[config.mk]
export PLATFORM = sky130hd
export DESIGN_NAME = printer_lightpen_vsync_port
export DESIGN_NICKNAME = d
export VERILOG_FILES = /design/src/hdl/pport_pkg.sv /design/src/hdl/printer_lightpen_vsync_port.sv
export VERILOG_INCLUDE_DIRS = /design/src /design/src/hdl
export SDC_FILE = /design/constraint.sdc
export NUM_CORES = 1
export LEC_CHECK = 0
export BUFFER_PORTS_ARGS = -buffer_cell sky130_fd_sc_hd__buf_2
export CAP_MARGIN = 20
export CORE_MARGIN = 2
export CORE_UTILIZATION = 40
export DETAILED_ROUTE_END_ITERATION = 12
export PLACE_DENSITY = 0.64
export SKIP_CTS_REPAIR_TIMING = 1
export SLEW_MARGIN = 20
export SYNTH_ARGS = -nofsm -noshare
export SYNTH_HDL_FRONTEND = slang
export SYNTH_SLANG_ARGS = --single-unit
[constraint.sdc]
create_clock -name core_clk -period 7.3 [get_ports core_clk]
set_input_delay 0.73 -clock core_clk [delete_from_list [all_inputs] [get_ports core_clk]]
set_output_delay 0.73 -clock core_clk [all_outputs]
set_load 0.03 [all_outputs]
[src/hdl/pport_consts.svh]
`ifndef PPORT_CONSTS_SVH
`define PPORT_CONSTS_SVH
// Main-board I/O window and parallel slot code in second decoder section
`define IO_RANGE_BASE   8'hE0
`define IO_RANGE_MASK   8'hE0
`define SLOT_PARALLEL   2'h0
// Register select codes
`define RS_PORTA        2'h0
`define RS_CTRLA        2'h1
`define RS_PORTB        2'h2
`define RS_CTRLB        2'h3
// Control register fields
`define CR_IRQ1_EN      0
`define CR_EDGE1_RISE   1
`define CR_IRQ2_EN      3
`define CR_EDGE2_RISE   4
`define CR_FLAG2        6
`define CR_FLAG1        7
// Port A bit positions
`define PA_DATA0        0
`define PA_DATA1        1
`define PA_VALID        2
`define PA_VCLEAR       7
`define PA_SWITCH       6
`define PA_PCLEAR       5
`define PA_INIT         4
`define PA_ERROR        3
// Reset values
`define PORTA_RESET     8'hA0
`define PORTB_RESET     8'h00
`define CTRL_RESET      8'h00
// Strobe length in enable-clock periods
`define STROBE_CYCLES   4'h2
`endif

[src/hdl/pport_pkg.sv]
`default_nettype none
package pport_pkg;
  // Strobe sequencer states
  typedef enum logic [1:0] {
    ST_IDLE   = 2'b00,
    ST_SETUP  = 2'b01,
    ST_STROBE = 2'b10,
    ST_HOLD   = 2'b11
  } strobe_state_t;
  typedef logic [7:0] byte_t;
endpackage
`default_nettype wire

[src/hdl/printer_lightpen_vsync_port.sv]
// Behaviour
// RULE1: Select only for parallel slot in window
// RULE2: Host drives register select with select
// RULE3: All transitions on enable clock edges; the pen and video latches, the byte buffer and the sequencer's exit from idle change on any core clock edge
// RULE4: Write only with write-direction, else read
// RULE5: Host strobes write or data-in
// RULE6: Printer byte on A0-1, B2-7
// RULE7: Validate byte, pulse strobe low
// RULE8: Inverted acknowledge, programmable edge input
// RULE9: Acknowledge edge raises port B interrupt
// RULE10: Host reads control, then sends byte
// RULE11: Busy drives control input and A0
// RULE12: Host polls A0 until busy clears
// RULE13: Host pulses initialise line briefly
// RULE14: Host waits while error asserted
// RULE15: Leading pen edge sets latch
// RULE16: Pen latch drives controller strobe
// RULE17: Pen latch edge lowers port A interrupt
// RULE18: Host clears pen latch low
// RULE19: Inverted pen switch on A6
// RULE20: Vsync edge sets latch, interrupts
// RULE21: Host clears video latch via output
// RULE22: Latches hold until cleared low
`timescale 1ns/100ps
`default_nettype none
`include "pport_consts.svh"
module printer_lightpen_vsync_port
  import pport_pkg::*;
#(
  parameter int STROBE_LEN = 2
) (
  input  wire logic       core_clk,
  input  wire logic       sys_rst,
  input  wire logic       enable_clk,
  input  wire logic       io_cycle,
  input  wire logic [7:0] io_addr,
  input  wire logic       write_dir,
  input  wire logic       write_strobe,
  input  wire logic       data_in_strobe,
  input  wire logic [7:0] wdata,
  output logic      [7:0] rdata,
  output logic            adapter_chip_select,
  output logic            porta_interrupt_out,
  output logic            portb_interrupt_out,
  output logic            display_interrupt,
  output logic            printer_interrupt,
  output logic      [7:0] printer_data_line,
  output logic            printer_strobe_n,
  output logic            printer_init_n,
  input  wire logic       printer_acknowledge,
  input  wire logic       ack_active_high,
  input  wire logic       printer_busy,
  input  wire logic       printer_error,
  input  wire logic       pen_pulse,
  input  wire logic       pen_trailing_jumper,
  input  wire logic       pen_switch_input,
  output logic            light_pen_strobe,
  input  wire logic       vertical_sync_pulse,
  output logic            data_ready,
  output logic            tx_valid,
  input  wire logic       tx_ready
);
  // Counter is four bits wide, and a zero length would wrap and stretch the strobe to 16 periods
  if (STROBE_LEN < 1 || STROBE_LEN > 15) begin
    $error("STROBE_LEN out of range");
  end
  byte_t ora;          // Port A output register
  byte_t orb;          // Port B output register
  byte_t cra;          // Port A control
  byte_t crb;          // Port B control
  logic  e_q;          // Enable clock, previous sample
  logic  e_rise;       // Enable rising edge
  logic  e_fall;       // Enable falling edge
  logic  pen_q;        // Pen pulse, previous sample
  logic  vs_q;         // Vsync, previous sample
  logic  pen_latch;    // Light pen event latch
  logic  vid_latch;    // Vertical sync latch
  logic  pen_lq;       // Pen latch at last enable edge
  logic  vid_lq;       // Video latch at last enable edge
  logic  cb1_q;        // Acknowledge control input, last edge
  logic  cb2_q;        // Busy control input, last edge
  logic  cb1_in;       // Acknowledge, inverted when ack_active_high is low
  logic  cb2_in;       // Buffered busy
  logic  access;       // Selected access on enable fall
  logic  wr_acc;       // Write access
  logic  rd_acc;       // Read access
  logic  port_b_wr;    // Port B data write, loads printer byte
  logic [1:0] rs;      // Register select
  byte_t buf_d [2];    // Two-entry printer byte buffer
  logic [1:0] buf_cnt; // Entries held
  logic  buf_wp;       // Write pointer
  logic  buf_rp;       // Read pointer
  strobe_state_t st;   // Strobe sequencer state
  logic [3:0] st_cnt;  // Strobe period counter

  // Port window and second decoder section slot
  // RULE1: chip select decode
  assign adapter_chip_select = io_cycle &&
    ((io_addr & `IO_RANGE_MASK) == `IO_RANGE_BASE) && (io_addr[4] == 1'b0) &&
    (io_addr[3:2] == `SLOT_PARALLEL);
  // RULE2: register select bits
  assign rs = io_addr[1:0];
  // RULE3: accesses land on enable fall
  assign access = adapter_chip_select && e_fall;
  // RULE4: write only with write direction
  assign wr_acc = access && write_dir && write_strobe;
  // RULE5: reads need data-in strobe
  assign rd_acc = access && !write_dir && data_in_strobe;
  // Port B write is refused while the buffer is full, so no buffered byte is overwritten
  assign port_b_wr = wr_acc && (rs == `RS_PORTB) && (buf_cnt != 2'd2);
  assign data_ready = (buf_cnt != 2'd2);

  // RULE8: acknowledge inverted when ack_active_high is low, before edge detect
  assign cb1_in = ack_active_high ? printer_acknowledge : !printer_acknowledge;
  // RULE11: busy feeds second port B input
  assign cb2_in = printer_busy;

  // Enable clock edge detection
  always_ff @(posedge core_clk or posedge sys_rst) begin
    if (sys_rst) begin
      e_q <= 1'b0;
    end else begin
      e_q <= enable_clk;
    end
  end
  assign e_rise = enable_clk && !e_q;
  assign e_fall = !enable_clk && e_q;

  // Light pen and video latches
  always_ff @(posedge core_clk or posedge sys_rst) begin
    if (sys_rst) begin
      pen_q     <= 1'b0;
      vs_q      <= 1'b0;
      pen_latch <= 1'b0;
      vid_latch <= 1'b0;
    end else begin
      pen_q <= pen_pulse;
      vs_q  <= vertical_sync_pulse;
      // RULE15: leading edge, jumper picks trailing edge
      if (pen_trailing_jumper ? (!pen_pulse && pen_q) : (pen_pulse && !pen_q)) begin
        pen_latch <= 1'b1;
      // RULE22: hold until cleared low
      end else if (!ora[`PA_PCLEAR]) begin
        pen_latch <= 1'b0;
      end
      // RULE20: vsync rising edge sets latch
      if (vertical_sync_pulse && !vs_q) begin
        vid_latch <= 1'b1;
      // RULE22: hold until cleared low
      end else if (!ora[`PA_VCLEAR]) begin
        vid_latch <= 1'b0;
      end
    end
  end
  // RULE16: pen latch to controller strobe
  assign light_pen_strobe = pen_latch;

  // Control inputs sampled on enable rise; set beats read-clear
  always_ff @(posedge core_clk or posedge sys_rst) begin
    if (sys_rst) begin
      cra    <= `CTRL_RESET;
      crb    <= `CTRL_RESET;
      pen_lq <= 1'b0;
      vid_lq <= 1'b0;
      cb1_q  <= 1'b0;
      cb2_q  <= 1'b0;
    end else begin
      if (wr_acc && rs == `RS_CTRLA) begin
        cra[5:0] <= wdata[5:0];
      end
      if (wr_acc && rs == `RS_CTRLB) begin
        crb[5:0] <= wdata[5:0];
      end
      // Reading the data register clears the flags
      if (rd_acc && rs == `RS_PORTA) begin
        cra[`CR_FLAG1] <= 1'b0;
        cra[`CR_FLAG2] <= 1'b0;
      end
      if (rd_acc && rs == `RS_PORTB) begin
        crb[`CR_FLAG1] <= 1'b0;
        crb[`CR_FLAG2] <= 1'b0;
      end
      if (e_rise) begin
        pen_lq <= pen_latch;
        vid_lq <= vid_latch;
        cb1_q  <= cb1_in;
        cb2_q  <= cb2_in;
        // RULE17: pen latch rising edge flag
        if (pen_latch && !pen_lq) begin
          cra[`CR_FLAG1] <= 1'b1;
        end
        // RULE20: video latch flag
        if (vid_latch && !vid_lq) begin
          cra[`CR_FLAG2] <= 1'b1;
        end
        // RULE8: programmable acknowledge edge
        if (crb[`CR_EDGE1_RISE] ? (cb1_in && !cb1_q) : (!cb1_in && cb1_q)) begin
          crb[`CR_FLAG1] <= 1'b1;
        end
        // RULE11: programmable busy edge
        if (crb[`CR_EDGE2_RISE] ? (cb2_in && !cb2_q) : (!cb2_in && cb2_q)) begin
          crb[`CR_FLAG2] <= 1'b1;
        end
      end
    end
  end

  // RULE17: masked port A interrupt, active low
  assign porta_interrupt_out = !((cra[`CR_FLAG1] && cra[`CR_IRQ1_EN]) ||
                                 (cra[`CR_FLAG2] && cra[`CR_IRQ2_EN]));
  assign display_interrupt = !porta_interrupt_out;
  // RULE9: port B interrupt on acknowledge
  assign portb_interrupt_out = !((crb[`CR_FLAG1] && crb[`CR_IRQ1_EN]) ||
                                 (crb[`CR_FLAG2] && crb[`CR_IRQ2_EN]));
  assign printer_interrupt = !portb_interrupt_out;

  // Port A output register, holds latch clears and initialise
  always_ff @(posedge core_clk or posedge sys_rst) begin
    if (sys_rst) begin
      ora <= `PORTA_RESET;
    end else if (wr_acc && rs == `RS_PORTA) begin
      ora <= wdata;
    end
  end
  assign printer_init_n = !ora[`PA_INIT];

  // Two-entry buffer between host writes and the printer
  always_ff @(posedge core_clk or posedge sys_rst) begin
    if (sys_rst) begin
      buf_cnt  <= 2'd0;
      buf_wp   <= 1'b0;
      buf_rp   <= 1'b0;
      buf_d[0] <= `PORTB_RESET;
      buf_d[1] <= `PORTB_RESET;
      orb      <= `PORTB_RESET;
    end else begin
      if (port_b_wr) begin
        // RULE6: bits 0-1 from port A
        buf_d[buf_wp] <= {wdata[7:2], ora[`PA_DATA1], ora[`PA_DATA0]};
        buf_wp        <= !buf_wp;
        orb           <= wdata;
      end
      if (st == ST_IDLE && buf_cnt != 2'd0 && tx_ready) begin
        buf_rp <= !buf_rp;
      end
      case ({port_b_wr, st == ST_IDLE && buf_cnt != 2'd0 && tx_ready})
        2'b10:   buf_cnt <= buf_cnt + 2'd1;
        2'b01:   buf_cnt <= buf_cnt - 2'd1;
        default: buf_cnt <= buf_cnt;
      endcase
    end
  end
  assign tx_valid = (buf_cnt != 2'd0);

  // Strobe sequencer: data, valid, strobe low, hold
  always_ff @(posedge core_clk or posedge sys_rst) begin
    if (sys_rst) begin
      st                <= ST_IDLE;
      st_cnt            <= 4'h0;
      printer_data_line <= 8'h00;
      printer_strobe_n  <= 1'b1;
    end else begin
      case (st)
        ST_IDLE: begin
          if (buf_cnt != 2'd0 && tx_ready) begin
            // RULE6: byte to printer lines
            printer_data_line <= buf_d[buf_rp];
            st                <= ST_SETUP;
          end
        end
        ST_SETUP: begin
          // RULE3: strobe starts on enable rise
          if (e_rise) begin
            // RULE7: strobe low announces byte
            printer_strobe_n <= 1'b0;
            st_cnt           <= STROBE_LEN[3:0];
            st               <= ST_STROBE;
          end
        end
        ST_STROBE: begin
          if (e_rise) begin
            if (st_cnt == 4'h1) begin
              printer_strobe_n <= 1'b1;
              st               <= ST_HOLD;
            end else begin
              st_cnt <= st_cnt - 4'h1;
            end
          end
        end
        ST_HOLD: begin
          if (e_rise) begin
            st <= ST_IDLE;
          end
        end
        default: st <= ST_IDLE;
      endcase
    end
  end

  // Read data, registered on selected read
  always_ff @(posedge core_clk or posedge sys_rst) begin
    if (sys_rst) begin
      rdata <= 8'h00;
    end else if (rd_acc) begin
      case (rs)
        // RULE11: busy level on A0; RULE19: switch on A6
        `RS_PORTA: rdata <= {ora[7], !pen_switch_input, ora[5:4], printer_error,
                             ora[`PA_VALID], ora[1], printer_busy};
        `RS_CTRLA: rdata <= cra;
        `RS_PORTB: rdata <= orb;
        `RS_CTRLB: rdata <= crb;
        default:   rdata <= 8'h00;
      endcase
    end
  end
endmodule
`default_nettype wire

==> results of run 1 <==
critical path, stage by stage:
cell,delay [ns]
buf_2,0.11
nor4b_4,0.33
and2_2,0.39
buf_2,0.27
registers in the layout (all words and copies together) (netlist names), 2 cells and up:
signal / cells
buf_d: 16
st_cnt: 4
st: 2
buf_cnt: 2
ora: 6
printer_data_line: 8
crb: 8
orb: 8
cra: 8
rdata: 8
layout by cell type (no fill, tap or decap), types with 2 or more instances in the layout:
cell type	instances
inv_1	12
nand2_1	22
ha_1	7
nor2_1	6
mux4_2	8
nor2b_1	2
nand3_4	3
nand2b_1	4
nand3_1	4
clkinv_4	2
buf_2	57
o21ai_0	17
xnor2_1	5
a32o_1	2
and2_2	2
clkbuf_8	10
dfrtp_1	79
a21oi_1	2
mux2_2	52
and3_1	2
a22o_1	7
mux2i_1	8
nand4_4	2
nor3b_4	2
clkinv_2	2
dfstp_2	3
through the flow:
| step | setup slack, ns | cell area [um2] | hold WS (ns) | utilization, % | power, mW |
|---|---|---|---|---|---|
| global placement | 4.72 | 4210 | 0.405 | 45.6 | 0.739 |
| finish | 4.73 | 4400 | 0.428 | 47.7 | 1.04 |
| global route | 4.66 | 4400 | 0.448 | 47.7 | 1.12 |
| CTS | 4.72 | 4400 | 0.430 | 47.6 | 1.06 |
| detailed placement | 4.72 | 4210 | 0.418 | 45.6 | 0.748 |
| floorplan | 4.47 | 3810 | 0.400 | - | 0.690 |
per-layer routing:
| metal | wire length (um) | track usage, % |
|---|---|---|
| met5 | 0 | 0 |
| met4 | 121 | 6.44 |
| met3 | 271 | 3.93 |
| met2 | 3510 | 24.4 |
| met1 | 3480 | 21.8 |
how the worst min path moves through the flow:
stage              startpoint                    end  slack [ns]
2_1_floorplan  vs_q$_DFF_PP0_  vid_latch$_DFFE_PP0P_        0.40
3_3_place_gp   vs_q$_DFF_PP0_  vid_latch$_DFFE_PP0P_        0.41
3_5_place_dp   vs_q$_DFF_PP0_  vid_latch$_DFFE_PP0P_        0.42
5_1_grt        vs_q$_DFF_PP0_  vid_latch$_DFFE_PP0P_        0.45
6_report       vs_q$_DFF_PP0_  vid_latch$_DFFE_PP0P_        0.43
4_1_cts        vs_q$_DFF_PP0_  vid_latch$_DFFE_PP0P_        0.43
power breakdown:
part	leakage [nW]	switching, mW	internal (mW)	total [mW]
clock	0.0948	0.170	0.137	0.307
combinational	0.982	0.107	0.0951	0.202
sequential	1.08	0.0469	0.489	0.535
total	2.16	0.324	0.720	1.04
cell type report:
type                       count  share of cell area [%]
sequential                    82                    46.7
clock buffer                  10                    3.13
multi-input combinational    176                    37.4
clock inverter                 6                    1.14
timing repair buffer          59                    6.90
inverter                      13                    1.14
tap                          129                    3.66
cells by family (layout without fill, tap and decap cells):
kind of cell / Yosys count / count (layout) / synth area share [%]
AO/OA/AOI/OAI: 35 / 35 / 6.18
XOR/XNOR: 6 / 6 / 1.38
adder cells (fa/ha/maj): 7 / 7 / 2.30
buffers and inverters: 21 / 88 / 2.79
flip-flops: 82 / 82 / 54.0
multiplexers: 68 / 68 / 22.2
AND/OR/NAND/NOR: 60 / 60 / 11.1
==> flow_metrics.env, run 1 <==
export IMPL_status="finished, final reports clean"
export IMPL_multi_input_area_mm2=0.00165
export IMPL_core_area_mm2=0.00924
export IMPL_ys_warn_count=0
export IMPL_worstSetupPathType="in -> out"
export IMPL_worst_r2r_startpoint="st_cnt[1]$_DFFE_PP0P_"
export IMPL_grt_pass1_wl_um=12300
export IMPL_rr_worst_depth=5
export IMPL_regArea_mm2=0.00206
export IMPL_yosys_top_cells_area="dfrtp_1 52%, mux2_2 15%, mux4_2 4.7%"
export IMPL_relSlewSlack_pct=51.2
export IMPL_fmax_mhz=390
export IMPL_firstDrtPassIters=4
export IMPL_tightestPinTransition_ns=0.732
export IMPL_dieArea_mm2=0.0103
export IMPL_cap_viol_max_count=0
export IMPL_arrival_ns=1.84
export IMPL_syn_nets=318
export IMPL_cts_tree="done"
export IMPL_rsz0062_at_grt="false"
export IMPL_synth_edf_count=0
export IMPL_layout_drive_gt1_share_pct=44.2
export IMPL_yosysTopAreaCell="dfrtp_1"
export IMPL_numPortBuffers=57
export IMPL_cellLeakagePower_nw=2.16
export IMPL_dp_hpwl_um=5280
export IMPL_r2r_end="st[1]$_DFFE_PP0P_"
export IMPL_gp_congestion=0.743
export IMPL_p_per_area_mw_per_mm2=237
export IMPL_root_buffer="clkbuf_8"
export IMPL_cp_startpoint="io_addr[4]"
export IMPL_fill_cells=840
export IMPL_grt_overflow=0
export IMPL_whs_path_depth=1
export IMPL_r2r_slack_ns=5.24
export IMPL_synth_top_cells_by_count="79 x dfrtp_1, 52 x mux2_2, 22 x nand2_1"
export IMPL_netlist_instances=279
export IMPL_viasPerCell=4.95
export IMPL_fin_cells=475
export IMPL_ys_seq_area_share_pct=54.0
export IMPL_route_detailed_drc=0
export IMPL_syn_avg_cell_area_um2=13.6
export IMPL_first_iter_violations=63
export IMPL_hold_class="reg -> reg"
export IMPL_finalCritPeriodShare_pct=35.2
export IMPL_dp_cells=459
export IMPL_ir_drop_uv=113
export IMPL_grt_pass1_vias=2393
export IMPL_post_drt_wl_per_cell_um=15.6
export IMPL_worstPathRequired_ns=6.57
export IMPL_hold_violations=0
export IMPL_cts_htree_levels=3
export IMPL_fp_dieH_um=102
export IMPL_worstSkewPairLatency_ns=0.36
export IMPL_start_kind="input port"
export IMPL_ant_nets=0
export IMPL_clk_pin_slew_worst_paths_ns=0.08
export IMPL_antenna_diode_count=0
export IMPL_fin_crit_ns=2.57
export IMPL_via_count=2351
export IMPL_ys_flop_type="dfrtp_1"
export IMPL_cts_sinks=82
export IMPL_synth_area_mm2=0.00381
export IMPL_synth_most_common_cell="dfrtp_1"
export IMPL_ys_async_sr_fraction_pct=100
export IMPL_synth_distinct_cells=46
export IMPL_crit_fanout=9
export IMPL_boundaryPins=58
export IMPL_setup_viol_count_final=0
export IMPL_cts_path_max_buffers=2
export IMPL_crit_end="adapter_chip_select"
export IMPL_grt_max_degree=83
export IMPL_finalSetupTns_ns=0
export IMPL_routed_wl_um=7390
export IMPL_clock_skew_ns=0.00921
export IMPL_critPathCaptureType="output pin"
export IMPL_yosys_register_bits=82
export IMPL_die_x_um=102
export IMPL_initial_core_util_pct=41.2
export IMPL_synth_top_area_share_pct=51.9
export IMPL_antenna_found_initial=0
export IMPL_numCtsBuffers=9
export IMPL_rows=35
export IMPL_area_delta_synth_final_pct=15.7
export IMPL_fin_nets=380
export IMPL_grt_total_usage_pct=16.0
export IMPL_slew_violations=0
(Power assumes the default switching activity.)
==> run 2, diff against run 1 <==
--- a/config.mk
+++ b/config.mk
@@ -6,12 +6,13 @@
 export SDC_FILE = /design/constraint.sdc
 export NUM_CORES = 1
 export LEC_CHECK = 0
+export ABC_AREA = 1
 export BUFFER_PORTS_ARGS = -buffer_cell sky130_fd_sc_hd__buf_2
 export CAP_MARGIN = 20
 export CORE_MARGIN = 2
 export CORE_UTILIZATION = 40
 export DETAILED_ROUTE_END_ITERATION = 12
-export PLACE_DENSITY = 0.64
+export PLACE_DENSITY = 0.66
 export SKIP_CTS_REPAIR_TIMING = 1
 export SLEW_MARGIN = 20
 export SYNTH_ARGS = -nofsm -noshare
==> constraint.sdc (replaced) <==
create_clock -name core_clk -period 2.1 [get_ports core_clk]
set_input_delay 0.21 -clock core_clk [delete_from_list [all_inputs] [get_ports core_clk]]
set_output_delay 0.21 -clock core_clk [all_outputs]
set_load 0.03 [all_outputs]
==> flow_metrics.env, run 2 <==
export IMPL_worstSkewPairLatency_ns=0.35
export IMPL_initial_core_util_pct=41.1
export IMPL_hold_violations=0
export IMPL_crit_top_cell="nor2_4"
export IMPL_worstSetupPathType="reg -> reg"
export IMPL_grt_max_degree=38
export IMPL_whs_path_depth=1
export IMPL_die_x_um=101
export IMPL_synth_edf_count=0
export IMPL_route_detailed_drc=0
export IMPL_yosys_top_cells_area="dfrtp_1 52%, nand2_1 14%, nand3_1 4.5%"
export IMPL_cts_tree="done"
export IMPL_power_frac_seq_pct=44.0
export IMPL_ys_warn_count=0
export IMPL_comb_power_share_pct=23.8
export IMPL_synth_distinct_cells=30
export IMPL_cp_num_buf_inv=1
export IMPL_boundaryPins=58
export IMPL_cts_path_max_buffers=2
export IMPL_grt_pass1_wl_um=14200
export IMPL_yosysTopAreaCell="dfrtp_1"
export IMPL_holdWs_ns=0.0272
export IMPL_clk_pin_slew_worst_paths_ns=0.08
export IMPL_root_buffer="clkbuf_8"
export IMPL_grt_overflow=0
export IMPL_clkPwrFrac_pct=32.3
export IMPL_hold_class="in -> reg"
export IMPL_ir_drop_uv=586
export IMPL_grt_pass1_vias=2940
export IMPL_finalSetupTns_ns=0
export IMPL_critPathCaptureType="register"
export IMPL_tightestPinTransition_ns=0.650
export IMPL_synth_most_common_cell="nand2_1"
export IMPL_cp_slowest_stage_delay_ns=0.33
export IMPL_numCtsBuffers=9
export IMPL_rows=35
export IMPL_fp_dieH_um=101
export IMPL_fmax_mhz=574
export IMPL_cp_depth=9
export IMPL_p_int_mw=2.88
export IMPL_firstDrtPassIters=4
export IMPL_dieArea_mm2=0.0102
export IMPL_netlist_instances=442
export IMPL_synth_top_area_share_pct=52.3
export IMPL_antenna_diode_count=0
export IMPL_cap_viol_max_count=0
export IMPL_largest_register_ffs=16
export IMPL_gp_congestion=0.820
export IMPL_fin_crit_ns=1.74
export IMPL_crit_family="simple AND/OR/NAND/NOR gates"
export IMPL_rr_worst_depth=9
export IMPL_viasPerCell=4.93
export IMPL_syn_avg_cell_area_um2=8.55
export IMPL_largest_register="buf_d"
export IMPL_finalCritPeriodShare_pct=83.0
export IMPL_arrival_ns=1.97
export IMPL_cts_htree_levels=3
export IMPL_via_count=3093
export IMPL_ys_async_sr_fraction_pct=100
export IMPL_post_drt_wl_per_cell_um=13.3
export IMPL_start_kind="register"
export IMPL_p_sw_share_pct=32.7
export IMPL_layout_drive_gt1_share_pct=20.2
export IMPL_ys_flop_type="dfrtp_1"
export IMPL_p_per_area_mw_per_mm2=952
export IMPL_antenna_found_initial=0
export IMPL_ys_seq_area_share_pct=54.4
export IMPL_crit_chain="inv_1 -> nor2_4 -> nand3_1 -> nor2_4 -> nand2_2 -> ha_1 -> a21oi_1 -> o21ai_0 -> xor2_1"
export IMPL_grt_total_usage_pct=17.8
export IMPL_power_total_mw=4.27
export IMPL_fin_nets=550
export IMPL_critPathSlowestCell="dfrtp_1"
export IMPL_setup_viol_count_final=0
export IMPL_area_delta_synth_final_pct=18.7
export IMPL_rsz0062_at_grt="false"
export IMPL_routed_wl_um=8370
export IMPL_first_iter_violations=201
export IMPL_cellLeakagePower_nw=2.34
export IMPL_final_util_pct=48.8
export IMPL_cts_sinks=82
export IMPL_yosys_register_bits=82
export IMPL_worstPathRequired_ns=2.33
export IMPL_relSlewSlack_pct=56.6
export IMPL_netSwitchingPower_mw=1.40
export IMPL_crit_fanout=6
export IMPL_status="finished, final reports clean"
export IMPL_clock_skew_ns=0.0134
export IMPL_ant_nets=0
export IMPL_dp_hpwl_um=6100
export IMPL_core_area_mm2=0.00920
export IMPL_final_cell_mix="144 x nand2_1, 79 x dfrtp_1, 57 x buf_2"
export IMPL_synth_top_cells_by_count="144 x nand2_1, 79 x dfrtp_1, 41 x inv_1"
export IMPL_synth_area_mm2=0.00378
export IMPL_syn_nets=481
export IMPL_numPortBuffers=57
export IMPL_layout_commonest_cell="nand2_1"
export IMPL_slew_violations=0
## run 2: cell count changes after synthesis, sizes merged, moves of 28 or more
cell	previous run	this run
inv	13	43
mux2	52	0
nand2	23	146
nand3	7	36
nor2	6	35
o21ai	17	45
## run 2: area by class of cell
cell class                 instances  area, um2
inverter                          46        176
clock buffer                       9        124
multi-input combinational        305       1490
sequential                        82       2060
tap                              111        139
fill                             897       4710
clock inverter                     7        118
timing repair buffer              67        380
## run 2: logic make-up (layout without fill, tap and decap cells)
logic type                 Yosys count  in the layout  share of synthesized area (%)
AOI/OAI and AO/OA                   66             66                           10.1
xor gates and xnor gates             5              5                           1.16
and+or+nand+nor                    227            227                           25.9
adders and majority gates            7              7                           2.32
DFF                                 82             82                           54.4
buffers and inverters               55            129                           6.06
## run 2: path summary, 6_finish.rpt
check                                          to  slack [ns]            from
max in group asynchronous      ora[7]$_DFFE_PP1P_        0.88         sys_rst
max reg2reg                buf_cnt[1]$_DFFE_PP0P_        0.36   e_q$_DFF_PP0_
max                        buf_cnt[1]$_DFFE_PP0P_        0.36   e_q$_DFF_PP0_
min reg2reg                 vid_latch$_DFFE_PP0P_        0.44  vs_q$_DFF_PP0_
min in group asynchronous      cra[3]$_DFFE_PP0P_        0.49         sys_rst
min                                 e_q$_DFF_PP0_        0.03      enable_clk
## run 2: power groups by stage
stage          Sequential (mW)  Combinational (mW)  Clock (mW)
4_1_cts                   1.88                1.03        1.40
2_1_floorplan             1.98               0.649           0
3_3_place_gp              1.90               0.990           0
6_report                  1.88                1.01        1.38
3_5_place_dp              1.91                1.03           0
5_1_grt                   1.91                1.16        1.48
## run 2: metrics by stage
| step | std cells | area (um2) | setup slack [ns] |
|---|---|---|---|
| after CTS | 624 | 4460 | 0.341 |
| after global routing | 627 | 4490 | 0.171 |
| after global placement | 608 | 4210 | 0.428 |
| final | 627 | 4490 | 0.357 |
| after detailed placement | 608 | 4210 | 0.323 |
| after floorplan | 442 | 3780 | 0.172 |
## run 2: worst reg2reg max path, stage by stage (launching register included)
cell and delay [ns]:
dfrtp_1 0.33, inv_1 0.07, nor2_4 0.14, nand3_1 0.14, nor2_4 0.18, nand2_2 0.08, ha_1 0.30, a21oi_1 0.13
o21ai_0 0.11, xor2_1 0.15
## run 2: layer usage
| metal | track usage, % | up-vias | wire length, um |
|---|---|---|---|
| met5 | 0 | - | 0 |
| met4 | 6.96 | 0 | 167 |
| met3 | 3.31 | 11 | 432 |
| met2 | 28.3 | 74 | 4060 |
| met1 | 24.2 | 1453 | 3710 |
| li1 | - | 1555 | - |
